### src/hdl/epci_regs.vh
/*
 * Register offsets, field positions, reset values and sense codes for the
 * external and pin change interrupt block.
 * Assumes a 32-bit APB slave with one aligned word per register.
 */
`ifndef EPCI_REGS_VH
`define EPCI_REGS_VH

`define EPCI_OFF_SENSE      12'h000
`define EPCI_OFF_EXT_EN     12'h004
`define EPCI_OFF_EXT_FLAG   12'h008
`define EPCI_OFF_GRP_EN     12'h00C
`define EPCI_OFF_GRP_FLAG   12'h010
`define EPCI_OFF_MASK_HI    12'h014
`define EPCI_OFF_MASK_LO    12'h018
`define EPCI_OFF_ACK        12'h01C

`define EPCI_SENSE1_LSB     2
`define EPCI_SENSE0_LSB     0
`define EPCI_SENSE_RESET    4'h0
`define EPCI_MASK_RESET     8'h00
`define EPCI_EN_RESET       2'h0

`define EPCI_MODE_LOW       2'h0
`define EPCI_MODE_ANY       2'h1
`define EPCI_MODE_FALL      2'h2
`define EPCI_MODE_RISE      2'h3

`define EPCI_ACK_EXT0       0
`define EPCI_ACK_EXT1       1
`define EPCI_ACK_GRP0       2
`define EPCI_ACK_GRP1       3

`endif

### src/hdl/epci_top.v
/*
 * External and pin change interrupt logic with an APB register slave.
 * Assumes pins are asynchronous; cpu_irq_ack pulses come from the core.
 */
// What this block does
// - sense register: pin 1 mode in bits 3:2, pin 0 mode in 1:0.
// - mode 00 low level, 01 any change, 10 falling, 11 rising edge.
// - pins sampled before edge detection; pulses over one clock caught.
// - external request needs its enable bit and the global flag.
// - pin activity raises requests even when the pin is an output.
// - edge flags set on qualifying edges whether or not enabled.
// - a flag clears when the core enters its interrupt routine.
// - writing one clears a flag; writing zero leaves it.
// - flag of a pin in low-level mode is held cleared.
// - group 1 requests on masked change of inputs 15..8.
// - group 0 requests on masked change of inputs 7..0.
// - group flag set on change; vectoring needs enable and global.
// - high mask bit n enables input 8+n.
// - low mask bit n enables input n.
// - unused bits read zero; sense and masks reset to zero.
// - pin change detect raised even with clock enable low.
// - edges need the clock; low level does not.
`include "epci_regs.vh"

module epci_top (
    input  wire        pclk,
    input  wire        presetn,
    input  wire        clk_en,
    input  wire        psel,
    input  wire        penable,
    input  wire        pwrite,
    input  wire [11:0] paddr,
    input  wire [31:0] pwdata,
    output reg  [31:0] prdata,
    output wire        pready,
    output wire        pslverr,
    input  wire [1:0]  ext_irq_pin,
    input  wire [7:0]  change_inputs_high,
    input  wire [7:0]  change_inputs_low,
    input  wire        global_irq_enable,
    input  wire [3:0]  cpu_irq_ack,
    output wire        ext_irq0_req,
    output wire        ext_irq1_req,
    output wire        change_group0_req,
    output wire        change_group1_req,
    output wire        wake_req
);
    reg  [3:0]  sense_reg;
    reg  [1:0]  ext_en_reg;
    reg  [1:0]  ext_flag_reg;
    reg  [1:0]  grp_en_reg;
    reg  [1:0]  grp_flag_reg;
    reg  [7:0]  mask_hi_reg;
    reg  [7:0]  mask_lo_reg;
    reg  [1:0]  ext_prev_reg;
    reg  [15:0] chg_prev_reg;
    reg  [1:0]  ext_flag_next;
    reg  [1:0]  grp_flag_next;
    reg  [31:0] rdata_next;

    wire [1:0]  ext_sync;
    wire [15:0] chg_sync;
    wire [1:0]  ext_edge;
    wire [1:0]  ext_level;
    wire [15:0] chg_diff;
    wire [1:0]  grp_hit;
    wire        wr_en;
    wire        rd_en;
    wire [1:0]  ext_w1c;
    wire [1:0]  grp_w1c;
    wire [1:0]  mode0;
    wire [1:0]  mode1;

    function low_mode;
        input [1:0] m;
        begin
            low_mode = (m == `EPCI_MODE_LOW);
        end
    endfunction

    assign pready  = 1'b1;
    assign pslverr = 1'b0;
    assign wr_en   = psel & penable & pwrite & clk_en;
    assign rd_en   = psel & ~pwrite;

    assign mode0 = sense_reg[`EPCI_SENSE0_LSB+1:`EPCI_SENSE0_LSB];
    assign mode1 = sense_reg[`EPCI_SENSE1_LSB+1:`EPCI_SENSE1_LSB];

    // pins read regardless of port direction
    epci_sync #(.W(2)) u_ext_sync (
        .pclk      (pclk),
        .presetn   (presetn),
        .clk_en    (clk_en),
        .pin_async (ext_irq_pin),
        .pin_sync  (ext_sync)
    );

    epci_sync #(.W(16)) u_chg_sync (
        .pclk      (pclk),
        .presetn   (presetn),
        .clk_en    (clk_en),
        .pin_async ({change_inputs_high, change_inputs_low}),
        .pin_sync  (chg_sync)
    );

    epci_sense u_sense0 (
        .mode      (mode0),
        .cur       (ext_sync[0]),
        .prev      (ext_prev_reg[0]),
        .pin_raw   (ext_irq_pin[0]),
        .edge_hit  (ext_edge[0]),
        .level_req (ext_level[0])
    );

    epci_sense u_sense1 (
        .mode      (mode1),
        .cur       (ext_sync[1]),
        .prev      (ext_prev_reg[1]),
        .pin_raw   (ext_irq_pin[1]),
        .edge_hit  (ext_edge[1]),
        .level_req (ext_level[1])
    );

    // upper mask gates inputs 15..8, lower mask gates inputs 7..0
    assign chg_diff = (chg_sync ^ chg_prev_reg) &
                      {mask_hi_reg, mask_lo_reg};
    assign grp_hit[1] = |chg_diff[15:8];
    assign grp_hit[0] = |chg_diff[7:0];

    assign ext_w1c = (wr_en && paddr == `EPCI_OFF_EXT_FLAG) ?
                     pwdata[1:0] : 2'h0;
    assign grp_w1c = (wr_en && paddr == `EPCI_OFF_GRP_FLAG) ?
                     pwdata[1:0] : 2'h0;

    always @* begin
        // set wins over both clear sources
        ext_flag_next = (ext_flag_reg & ~ext_w1c &
                         ~cpu_irq_ack[`EPCI_ACK_EXT1:`EPCI_ACK_EXT0])
                        | ext_edge;
        if (low_mode(mode0))
            ext_flag_next[0] = 1'b0;
        if (low_mode(mode1))
            ext_flag_next[1] = 1'b0;
        grp_flag_next = (grp_flag_reg & ~grp_w1c &
                         ~cpu_irq_ack[`EPCI_ACK_GRP1:`EPCI_ACK_GRP0])
                        | grp_hit;
    end

    always @(posedge pclk or negedge presetn) begin
        if (!presetn) begin
            sense_reg    <= `EPCI_SENSE_RESET;
            ext_en_reg   <= `EPCI_EN_RESET;
            grp_en_reg   <= `EPCI_EN_RESET;
            mask_hi_reg  <= `EPCI_MASK_RESET;
            mask_lo_reg  <= `EPCI_MASK_RESET;
            ext_flag_reg <= 2'h0;
            grp_flag_reg <= 2'h0;
            ext_prev_reg <= 2'h0;
            chg_prev_reg <= 16'h0000;
        end else if (clk_en) begin
            ext_prev_reg <= ext_sync;
            chg_prev_reg <= chg_sync;
            ext_flag_reg <= ext_flag_next;
            grp_flag_reg <= grp_flag_next;
            if (wr_en) begin
                case (paddr)
                    `EPCI_OFF_SENSE:   sense_reg   <= pwdata[3:0];
                    `EPCI_OFF_EXT_EN:  ext_en_reg  <= pwdata[1:0];
                    `EPCI_OFF_GRP_EN:  grp_en_reg  <= pwdata[1:0];
                    `EPCI_OFF_MASK_HI: mask_hi_reg <= pwdata[7:0];
                    `EPCI_OFF_MASK_LO: mask_lo_reg <= pwdata[7:0];
                    default: ;
                endcase
            end
        end
    end

    always @* begin
        rdata_next = 32'h00000000;
        case (paddr)
            `EPCI_OFF_SENSE:     rdata_next[3:0] = sense_reg;
            `EPCI_OFF_EXT_EN:    rdata_next[1:0] = ext_en_reg;
            `EPCI_OFF_EXT_FLAG:  rdata_next[1:0] = ext_flag_reg;
            `EPCI_OFF_GRP_EN:    rdata_next[1:0] = grp_en_reg;
            `EPCI_OFF_GRP_FLAG:  rdata_next[1:0] = grp_flag_reg;
            `EPCI_OFF_MASK_HI:   rdata_next[7:0] = mask_hi_reg;
            `EPCI_OFF_MASK_LO:   rdata_next[7:0] = mask_lo_reg;
            default:             rdata_next = 32'h00000000;
        endcase
    end

    // read data captured in the setup cycle, valid in the access phase
    always @(posedge pclk or negedge presetn) begin
        if (!presetn)
            prdata <= 32'h00000000;
        else if (rd_en && !penable && clk_en)
            prdata <= rdata_next;
    end

    // a stale edge flag must not leak out in the cycle a pin enters low mode
    assign ext_irq0_req = global_irq_enable & ext_en_reg[0] &
        ((ext_flag_reg[0] & ~low_mode(mode0)) | ext_level[0]);
    assign ext_irq1_req = global_irq_enable & ext_en_reg[1] &
        ((ext_flag_reg[1] & ~low_mode(mode1)) | ext_level[1]);
    assign change_group0_req = global_irq_enable & grp_en_reg[0] &
                               grp_flag_reg[0];
    assign change_group1_req = global_irq_enable & grp_en_reg[1] &
                               grp_flag_reg[1];

    // combinational wake path, usable while the clock is gated
    assign wake_req =
        (|(({change_inputs_high, change_inputs_low} ^ chg_prev_reg) &
           {mask_hi_reg, mask_lo_reg}) & |grp_en_reg)
        | (|(ext_level & ext_en_reg));
endmodule // epci_top

### src/hdl/epci_sync.v
/*
 * Two-stage synchroniser for a vector of pin inputs.
 * Assumes the inputs are asynchronous to pclk.
 */
module epci_sync #(
    parameter W = 1
) (
    input  wire         pclk,
    input  wire         presetn,
    input  wire         clk_en,
    input  wire [W-1:0] pin_async,
    output reg  [W-1:0] pin_sync
);
    reg [W-1:0] meta_reg;

    always @(posedge pclk or negedge presetn) begin
        if (!presetn) begin
            meta_reg <= {W{1'b0}};
            pin_sync <= {W{1'b0}};
        end else if (clk_en) begin
            meta_reg <= pin_async;
            pin_sync <= meta_reg;
        end
    end
endmodule // epci_sync

### src/hdl/epci_sense.v
/*
 * Trigger decode for one external interrupt pin from its two-bit mode.
 * Assumes cur and prev are synchronised samples one pclk apart.
 */
`include "epci_regs.vh"

module epci_sense (
    input  wire [1:0] mode,
    input  wire       cur,
    input  wire       prev,
    input  wire       pin_raw,
    output reg        edge_hit,
    output reg        level_req
);
    always @* begin
        edge_hit  = 1'b0;
        level_req = 1'b0;
        case (mode)
            `EPCI_MODE_LOW:  level_req = ~pin_raw;
            `EPCI_MODE_ANY:  edge_hit  = cur ^ prev;
            `EPCI_MODE_FALL: edge_hit  = prev & ~cur;
            `EPCI_MODE_RISE: edge_hit  = ~prev & cur;
            default:         edge_hit  = 1'b0;
        endcase
    end
endmodule // epci_sense

### config.mk
export PLATFORM = sky130hd
export DESIGN_NAME = epci_top
export DESIGN_NICKNAME = d
export VERILOG_FILES = /design/src/hdl/epci_top.v /design/src/hdl/epci_sync.v /design/src/hdl/epci_sense.v
export VERILOG_INCLUDE_DIRS = /design/src /design/src/hdl
export SDC_FILE = /design/constraint.sdc
export NUM_CORES = 1
export LEC_CHECK = 0
export BUFFER_PORTS_ARGS = -buffer_cell sky130_fd_sc_hd__buf_4
export CORE_MARGIN = 5
export CORE_UTILIZATION = 45
export DETAILED_ROUTE_END_ITERATION = 8
export PLACE_DENSITY = 0.67
export SLEW_MARGIN = 20
export SYNTH_ARGS = -nofsm -noshare
export SYNTH_HDL_FRONTEND = slang
export SYNTH_SLANG_ARGS = --single-unit
### constraint.sdc
create_clock -name pclk -period 3.1 [get_ports pclk]
set_clock_uncertainty 0.05 [all_clocks]
set_input_delay 0.62 -clock pclk [delete_from_list [all_inputs] [get_ports pclk]]
set_output_delay 0.62 -clock pclk [all_outputs]
set_load 0.01 [all_outputs]
==> out/results.tsv, run 1 <==
metric	value	unit
grtUsageTotal	16.3	%
n_antenna_cell	0	
critPathLaunch	chg_prev_reg[4]	
period_share	83.1	%
gp_congestion	0.830	
cp_cell_sequence	xor2_1 -> a22oi_1 -> nand4_1 -> o22ai_1 -> nand3_1 -> buf_4	
path_clk_slew	0.10	ns
arrival	1.91	ns
yosys_most_used_dff	dfrtp_1	
setup_viol	0	
final_common_cell	dfrtp_1	
placed_area	5090	sq um
slowest_delay	0.42	ns
rows	36	
area_growth	14.9	%
crit_fanout	3	
numCtsBuffers	9	
final-hold-violation-count	0	
drive_gt1_share	35.3	%
hpwl	7300	microns
slew_headroom	46.2	%
core-area	9860	sq um
num_vias	3039	
min_path_type	in -> async	
io_buffer_count	61	
synth_warnings	0	
clkSinkCount	90	
die_w	111	microns
fin_crit	2.58	ns
r2r_cells	5	
grt-ovfl-total	0	
crit_slowest_cell	dfrtp_1	
post-cts-setup-buffer-count	0	
rsz0062_at_grt	false	
die-area	12300	sq um
vdd_drop_max	0.304	mV
dpl_worst_slack	0.564	ns
synth-seq-area-share	49.0	%
r2r_setup_slack	1.51	ns
routed_wl	9600	microns
grt_pass1_wl	16300	microns
clockBufferDepth	2	
synthArstFlopShare	100	%
syn_area	4590	sq um
synth-edff-count	0	
antenna_found_initial	0	
first_pass_iters	4	
postRouteAntennaNets	0	
fin_tns_setup	0	ns
cts-root-buf	clkbuf_8	
worst_pin_slew	0.808	ns
cap_violations	0	
tritoncts	yes	
io_pins	112	
cp_num_buf_inv	1	
r2r-end	grp_flag_reg[0]	
cts_max_level	3	
status	finished, final reports clean	
synth.avg_cell_area	12.0	sq um
num-nets-final	520	
clk_latency	0.35	ns
drt-initial-drc-count	113	
finish.instance_area	5270	sq um
power.density	470	nW/um^2
cp-start-kind	flip-flop	
grt_pass1_vias	3248	
grt_max_degree	68	
rr_startpoint	u_chg_sync.pin_sync[4]	
viasPerCell	5.23	
drv_slew	0	
fmax	388	MHz
cts_hold_buf	0	
final_cell_mix	dfrtp_1 (90), mux2_2 (74), buf_4 (62), xor2_1 (33), conb_1 (26)	
post_cts_resized	0	
endpoint_kind	primary output	
synth-seq-cells	90	
cp_top_family	compound AO/OA/AOI/OAI gates	
drc	0	
critPathKind	reg -> out	
setup_slack	0.524	ns
synthDistinctLibCells	42	
syn-instance-count	383	
power.leakage	2.41	nW
worstPathRequired	2.43	ns
initial_core_util	46.5	%
post_drt_wl_per_cell	16.5	microns
die_height	111	microns
[metal layers]
layer | vias up | wire, microns | GRT usage, %
met1 | 1489 | 4430 | 22.6
li1 | 1444 | - | -
met5 | - | 0 | 0
met4 | 0 | 93 | 4.22
met3 | 10 | 650 | 4.37
met2 | 96 | 4430 | 25.3
[synth_stat cells, types with 2 or more instances]
library cell  instances  area share, %
nor2_1               12           0.98
xor2_1               33            6.3
nor4_4                4            1.9
mux2_2               74             18
nand3b_1              3           0.49
nand4_1               2           0.27
inv_1                 6           0.49
nand2_1              21            1.7
o21ai_0              15            1.6
a22oi_1              14            2.3
conb_1                2           0.16
mux2i_1               4           0.87
a21o_1                2           0.33
a22o_1                6            1.1
o22ai_1               2           0.27
buf_4                26            4.3
and3_1                2           0.27
dfrtp_1              90             49
ha_1                  4            1.1
nand3_1               7           0.76
nand2b_1              5           0.68
nor2b_1               2           0.27
a21oi_1               2           0.22
a2111oi_0             2           0.38
clkbuf_1              9           0.74
a211oi_1              2           0.33
a31oi_1               4           0.54
nor3_1                9           0.98
buf_1                 3           0.25
a221oi_1              4           0.76
[logic make-up (layout without fill, tap and decap cells)]
group / after synthesis / count (layout) / synth area share [%]
AND/OR/NAND/NOR: 75 / 75 / 9.95
adder cells (fa/ha/maj): 4 / 4 / 1.09
flip-flops: 90 / 90 / 49.0
buffers and inverters: 44 / 85 / 5.72
AO/OA/AOI/OAI: 56 / 56 / 8.47
other: 2 / 26 / 0.164
XOR/XNOR: 33 / 33 / 6.29
multiplexers: 79 / 79 / 19.3
[how the worst max path moves through the flow]
stage                     end  slack, ns  cells after the start
2_1_floorplan  mask_lo_reg[0]       0.94                      4
3_3_place_gp         wake_req       0.58                      7
3_5_place_dp   mask_lo_reg[1]       0.56                      5
4_1_cts              wake_req       0.47                      6
5_1_grt              wake_req       0.37                      6
6_report             wake_req       0.52                      6
[power breakdown]
group / total (W) / switching (W) / internal, W
clock network: 0.000730 / 0.000412 / 0.000318
registers: 0.00137 / 0.0000914 / 0.00128
logic: 0.000377 / 0.000183 / 0.000194
total: 0.00248 / 0.000687 / 0.00179
[stage by stage]
stage	instances	utilization, %	total power (W)	hold slack, ns
2_1_floorplan	407	-	0.00164	0.274
3_3_place_gp	565	51.6	0.00176	0.414
3_5_place_dp	565	51.6	0.00178	0.424
4_1_cts	581	53.5	0.00251	0.183
5_1_grt	581	53.5	0.00262	0.203
6_report	581	53.5	0.00248	0.178
[area by class of cell]
cell class              count  area, sq um
repair buffers             63          485
multi-input cells         273         2170
fillers                   900         4590
well taps                 133          166
clock inverters             5         38.8
flip-flops and latches     90         2250
inverters                   6         22.5
clock buffers              11          141
No activity file was read; power rests on OpenSTA's default activity.
==> run 2: changes to the inputs <==
ABC_AREA = 1   (was unset)
clock period = 2.5 ns   (was 3.1 ns; I/O delays follow)
==> out/results.tsv, run 2 <==
metric	value	unit	change
grt_pass1_wl	19600	microns	+20%
gp_congestion	0.875		+5.5%
tritoncts	yes		
first_pass_iters	5		+1
grtUsageTotal	19.4	%	+3.1 points
drive_gt1_share	13.2	%	-22 points
synth_warnings	0		unchanged
setup_slack	0.246	ns	-0.278 ns
post_cts_resized	0		unchanged
slowest_delay	0.42	ns	about the same
fin_tns_setup	0	ns	unchanged
cts_hold_buf	0		unchanged
status	finished, final reports clean		
synth_commonest_cells	nand2_1 (235), dfrtp_1 (90), o21ai_0 (69)		
power_frac_seq	53.1	%	-2.2 points
cts-root-buf	clkbuf_8		
fin_crit	2.25	ns	
synth_top_area_cell	dfrtp_1		
rows	37		+2.8%
worst_pin_slew	0.675	ns	-0.133 ns
cp-start-kind	flip-flop		
rsz0062_at_grt	false		
worstPathRequired	1.95	ns	-0.48 ns
finalPower	0.00309	W	+25%
die-area	12800	sq um	+3.7%
multi_input_area	2080	sq um	-3.9%
placed_area	5260	sq um	+3.3%
io_buffer_count	61		unchanged
synth_most_common_cell	nand2_1		
area_growth	14.3	%	
grt-ovfl-total	0		unchanged
initial_core_util	46.3	%	-0.28 points
crit_fanout	5		+2
synth-seq-area-share	47.1	%	-1.9 points
cts_max_level	3		unchanged
fillers	1007		+12%
arrival	1.70	ns	-0.21 ns
fmax	444	MHz	
clockBufferDepth	2		unchanged
switching_share	27.4	%	-0.26 points
drc	0		unchanged
hpwl	8740	microns	+20%
hold_ws	0.0381	ns	-0.140 ns
cap_violations	0		unchanged
vdd_drop_max	0.235	mV	-23%
ff_latch_area	2250	sq um	unchanged
path_clk_slew	0.09	ns	about the same
finish.instance_area	5460	sq um	+3.5%
viasPerCell	4.89		-6.5%
rr_startpoint	ext_prev_reg[1]		
clkSinkCount	90		unchanged
p_sw	0.000847	W	+23%
power.density	565	nW/um^2	+20%
die_w	113	microns	+1.8%
final_common_cell	nand2_1		
routed_wl	11700	microns	+22%
post-cts-setup-buffer-count	0		unchanged
endpoint_kind	primary output		
power.leakage	2.90	nW	+20%
cp_top_family	simple AND/OR/NAND/NOR gates		
grt_pass1_vias	4000		+23%
critPathKind	reg -> out		
numCtsBuffers	9		unchanged
min_path_type	in -> async		
clk_latency	0.37	ns	+0.02 ns
final-hold-violation-count	0		unchanged
synth_area_leaders	dfrtp_1 (47%), nand2_1 (18%), o21ai_0 (7.2%)		
synth-edff-count	0		unchanged
slew_headroom	54.7	%	+8.5 points
period_share	90.2	%	
drv_slew	0		unchanged
num_vias	4121		+36%
final_cell_mix	nand2_1 (235), dfrtp_1 (90), o21ai_0 (69), buf_4 (67), inv_1 (66)		
critPathLaunch	chg_prev_reg[9]		
synth-seq-cells	90		unchanged
io_pins	112		unchanged
synthArstFlopShare	100	%	unchanged
die_height	113	microns	+1.8%
synth.avg_cell_area	7.44	sq um	-38%
num-nets-final	779		+50%
setup_viol	0		unchanged
crit_slowest_cell	dfrtp_1		
yosys_most_used_dff	dfrtp_1		
drt-initial-drc-count	274		+140%
netlist.area_leader.share	47.1	%	-1.9 points
grt_max_degree	71		+4.4%
antenna_found_initial	0		unchanged
synthDistinctLibCells	31		-26%
cp_cell_sequence	or2_2 -> nand2_1 -> nand4_1 -> nor2_1 -> nand2_1 -> nand2_1 -> nand2_1 -> buf_4		
cp_common_cell	nand2_1		
syn-instance-count	642		+68%
post_drt_wl_per_cell	13.8	microns	-16%
n_antenna_cell	0		unchanged
clockPowerShare	33.1	%	+3.6 points
syn_area	4780	sq um	+4.0%
core-area	10300	sq um	+4.7%
dpl_worst_slack	0.450	ns	-0.114 ns
power_frac_comb	13.8	%	-1.4 points
cp_num_buf_inv	1		unchanged
postRouteAntennaNets	0		unchanged
internal_power	0.00224	W	+25%
-- run 2: cell type report --
class,count,share of cell area (%)
Clock buffer,14,2.98
Multi-Input combinational cell,466,38.1
Tap cell,136,3.12
Clock inverter,2,0.642
Timing Repair Buffer,67,9.21
Sequential cell,90,41.2
Inverter,68,4.67
-- run 2: power groups by stage --
| stage | Clock [W] | Combinational, W | Sequential [W] |
|---|---|---|---|
| floorplan | 0 | 0.000290 | 0.00165 |
| global placement | 0 | 0.000420 | 0.00166 |
| detailed placement | 0 | 0.000431 | 0.00167 |
| CTS | 0.00104 | 0.000433 | 0.00164 |
| global route | 0.00110 | 0.000497 | 0.00166 |
| finish | 0.00102 | 0.000426 | 0.00164 |
-- run 2: per-stage QoR --
stage	utilization, %	std cells
after global placement	51.0	827
after global routing	52.9	843
after floorplan	-	666
final	52.9	843
after CTS	52.9	843
after detailed placement	51.0	827
-- run 2: layer usage --
layer	track usage, %	vias to the layer above	wire length (microns)
met2	31.0	140	5400
met5	0	-	0
met4	8.25	0	292
met1	25.9	1884	5220
met3	3.53	18	754
li1	-	2079	-
-- run 2: path summary, 6_finish.rpt --
check | cells past startpoint | slack (ns) | to
min reg2reg | 2 | 0.43 | u_chg_sync.meta_reg[9]
max | 8 | 0.25 | wake_req
max in group asynchronous | 2 | 1.58 | mask_hi_reg[6]
min | 1 | 0.04 | ext_flag_reg[0]
max reg2reg | 6 | 1.16 | ext_flag_reg[1]
min in group pclk | 3 | 0.30 | u_chg_sync.meta_reg[9]
-- run 2: worst reg2reg max path, delay by kind of cell (launching register included) --
family | cells | cell delay (ns)
AND/OR/NAND/NOR | 3 | 0.17
buffers and inverters | 1 | 0.06
AO/OA/AOI/OAI | 1 | 0.35
flip-flops | 1 | 0.37
adder cells (fa/ha/maj) | 1 | 0.28
-- run 2: cells by family (layout without fill, tap and decap cells) --
group,after synthesis,count (layout),share of synthesized area [%]
AND/OR/NAND/NOR,337,337,29.5
adder cells (fa/ha/maj),4,4,1.05
flip-flops,90,90,47.1
buffers and inverters,110,151,11.2
AO/OA/AOI/OAI,98,98,10.8
XOR/XNOR,1,1,0.183
other,2,26,0.157
==> run 3: changes to the inputs <==
HOLD_SLACK_MARGIN = 0.12   (was unset)
==> out/results.tsv, run 3 (synthesis results as in run 2) <==
metric	value	unit	change
status	finished, final reports clean		
postRouteAntennaNets	0		unchanged
rsz0062_at_grt	false		
cts_hold_buf	1		+1
io_pins	112		unchanged
critPathKind	reg -> out		
die_w	113	microns	unchanged
grt-ovfl-total	0		unchanged
num_vias	4142		+0.51%
ff_latch_area	2250	sq um	unchanged
rows	37		unchanged
min_path_type	in -> reg		
fillers	1005		-0.20%
cp-start-kind	flip-flop		
gp_congestion	0.875		unchanged
routed_wl	11700	microns	+0.13%
final_common_cell	nand2_1		
die-area	12800	sq um	unchanged
fin_tns_setup	0	ns	unchanged
drt-initial-drc-count	232		-15%
post_cts_resized	0		unchanged
drv_slew	0		unchanged
cts-root-buf	clkbuf_8		
fin_crit	2.26	ns	+0.00106 ns
antenna_found_initial	0		unchanged
core-area	10300	sq um	unchanged
cap_violations	0		unchanged
area_growth	14.5	%	
grt_pass1_vias	4000		unchanged
die_height	113	microns	unchanged
hold_ws	0.300	ns	+0.262 ns
endpoint_kind	primary output		
drive_gt1_share	13.1	%	-0.019 points
grt_pass1_wl	19600	microns	unchanged
grtUsageTotal	19.4	%	unchanged
n_antenna_cell	0		unchanged
viasPerCell	4.91		+0.39%
first_pass_iters	5		unchanged
fmax	443	MHz	about the same
worst_pin_slew	0.676	ns	+0.00125 ns
grt_max_degree	71		unchanged
final-hold-violation-count	0		unchanged
power.leakage	2.90	nW	+0.14%
drc	0		unchanged
path_clk_slew	0.09	ns	about the same
setup_viol	0		unchanged
worstPathRequired	1.95	ns	about the same
power.density	565	nW/um^2	about the same
num-nets-final	780		+0.13%
post_drt_wl_per_cell	13.8	microns	about the same
io_buffer_count	61		unchanged
tritoncts	yes		
post-cts-setup-buffer-count	0		unchanged
clkSinkCount	90		unchanged
period_share	90.2	%	about the same
numCtsBuffers	9		unchanged
cts_max_level	3		unchanged
r2r_setup_slack	1.17	ns	about the same
utilization	53.0	%	+0.097 points
crit_fanout	5		unchanged
final_cell_mix	nand2_1 (235), dfrtp_1 (90), o21ai_0 (69), buf_4 (67), inv_1 (66)		
hpwl	8740	microns	unchanged
vdd_drop_max	0.236	mV	+0.47%
multi_input_area	2080	sq um	unchanged
initial_core_util	46.3	%	unchanged
clk_latency	0.37	ns	about the same
slew_headroom	54.6	%	-0.084 points
arrival	1.71	ns	about the same
clockBufferDepth	2		unchanged
[run 3: cell types whose count changed in the layout (fill, tap and decap cells not counted)]
cell / before / now
dlygate4sd3_1: 0 / 1
[run 3: critical path: stages, from the launching register on]
cell     delay (ns)
dfrtp_1        0.42
or2_2          0.30
nand2_1        0.07
nand4_1        0.09
nor2_1         0.09
nand2_1        0.10
nand2_1        0.08
nand2_1        0.05
buf_4          0.13
[run 3: cell type report]
cell class / count / area share, %
Clock buffer: 14 / 2.97
Inverter: 68 / 4.67
Tap cell: 136 / 3.11
Timing Repair Buffer: 68 / 9.38
Multi-Input combinational cell: 466 / 38.1
Sequential cell: 90 / 41.2
Clock inverter: 2 / 0.640
[run 3: worst paths after layout]
path                                             start                     end  cells past startpoint
max in group asynchronous                      presetn          mask_hi_reg[6]                      3
worst max-delay path                   chg_prev_reg[9]                wake_req                      8
worst min register to register  u_chg_sync.meta_reg[9]  u_chg_sync.meta_reg[9]                      2
worst min-delay path             change_inputs_high[1]  u_chg_sync.meta_reg[9]                      3
min in group asynchronous                      presetn         ext_flag_reg[0]                      2
worst max register to register         ext_prev_reg[1]         ext_flag_reg[1]                      6
[run 3: per-layer routing]
layer,up-vias,share of wire (%),track usage [%]
met2,126,47,31.0
li1,2080,-,-
met1,1916,45,25.9
met4,0,2.6,8.25
met5,-,0,0
met3,20,5.7,3.48
[run 3: power breakdown]
| part | total, W | switching, W | internal, W |
|---|---|---|---|
| Clock | 0.00103 | 0.000508 | 0.000517 |
| Sequential | 0.00164 | 0.0000822 | 0.00156 |
| Combinational | 0.000427 | 0.000259 | 0.000168 |
| Total | 0.00309 | 0.000850 | 0.00224 |
[run 3: through the flow]
step	std cells	area, sq um	power (W)	worst slack, ns
detailed placement	827	5260	0.00210	0.450
CTS	844	5470	0.00312	0.213
global placement	827	5260	0.00208	0.449
floorplan	666	4870	0.00194	0.800
finish	844	5470	0.00309	0.245
global route	844	5470	0.00326	0.128
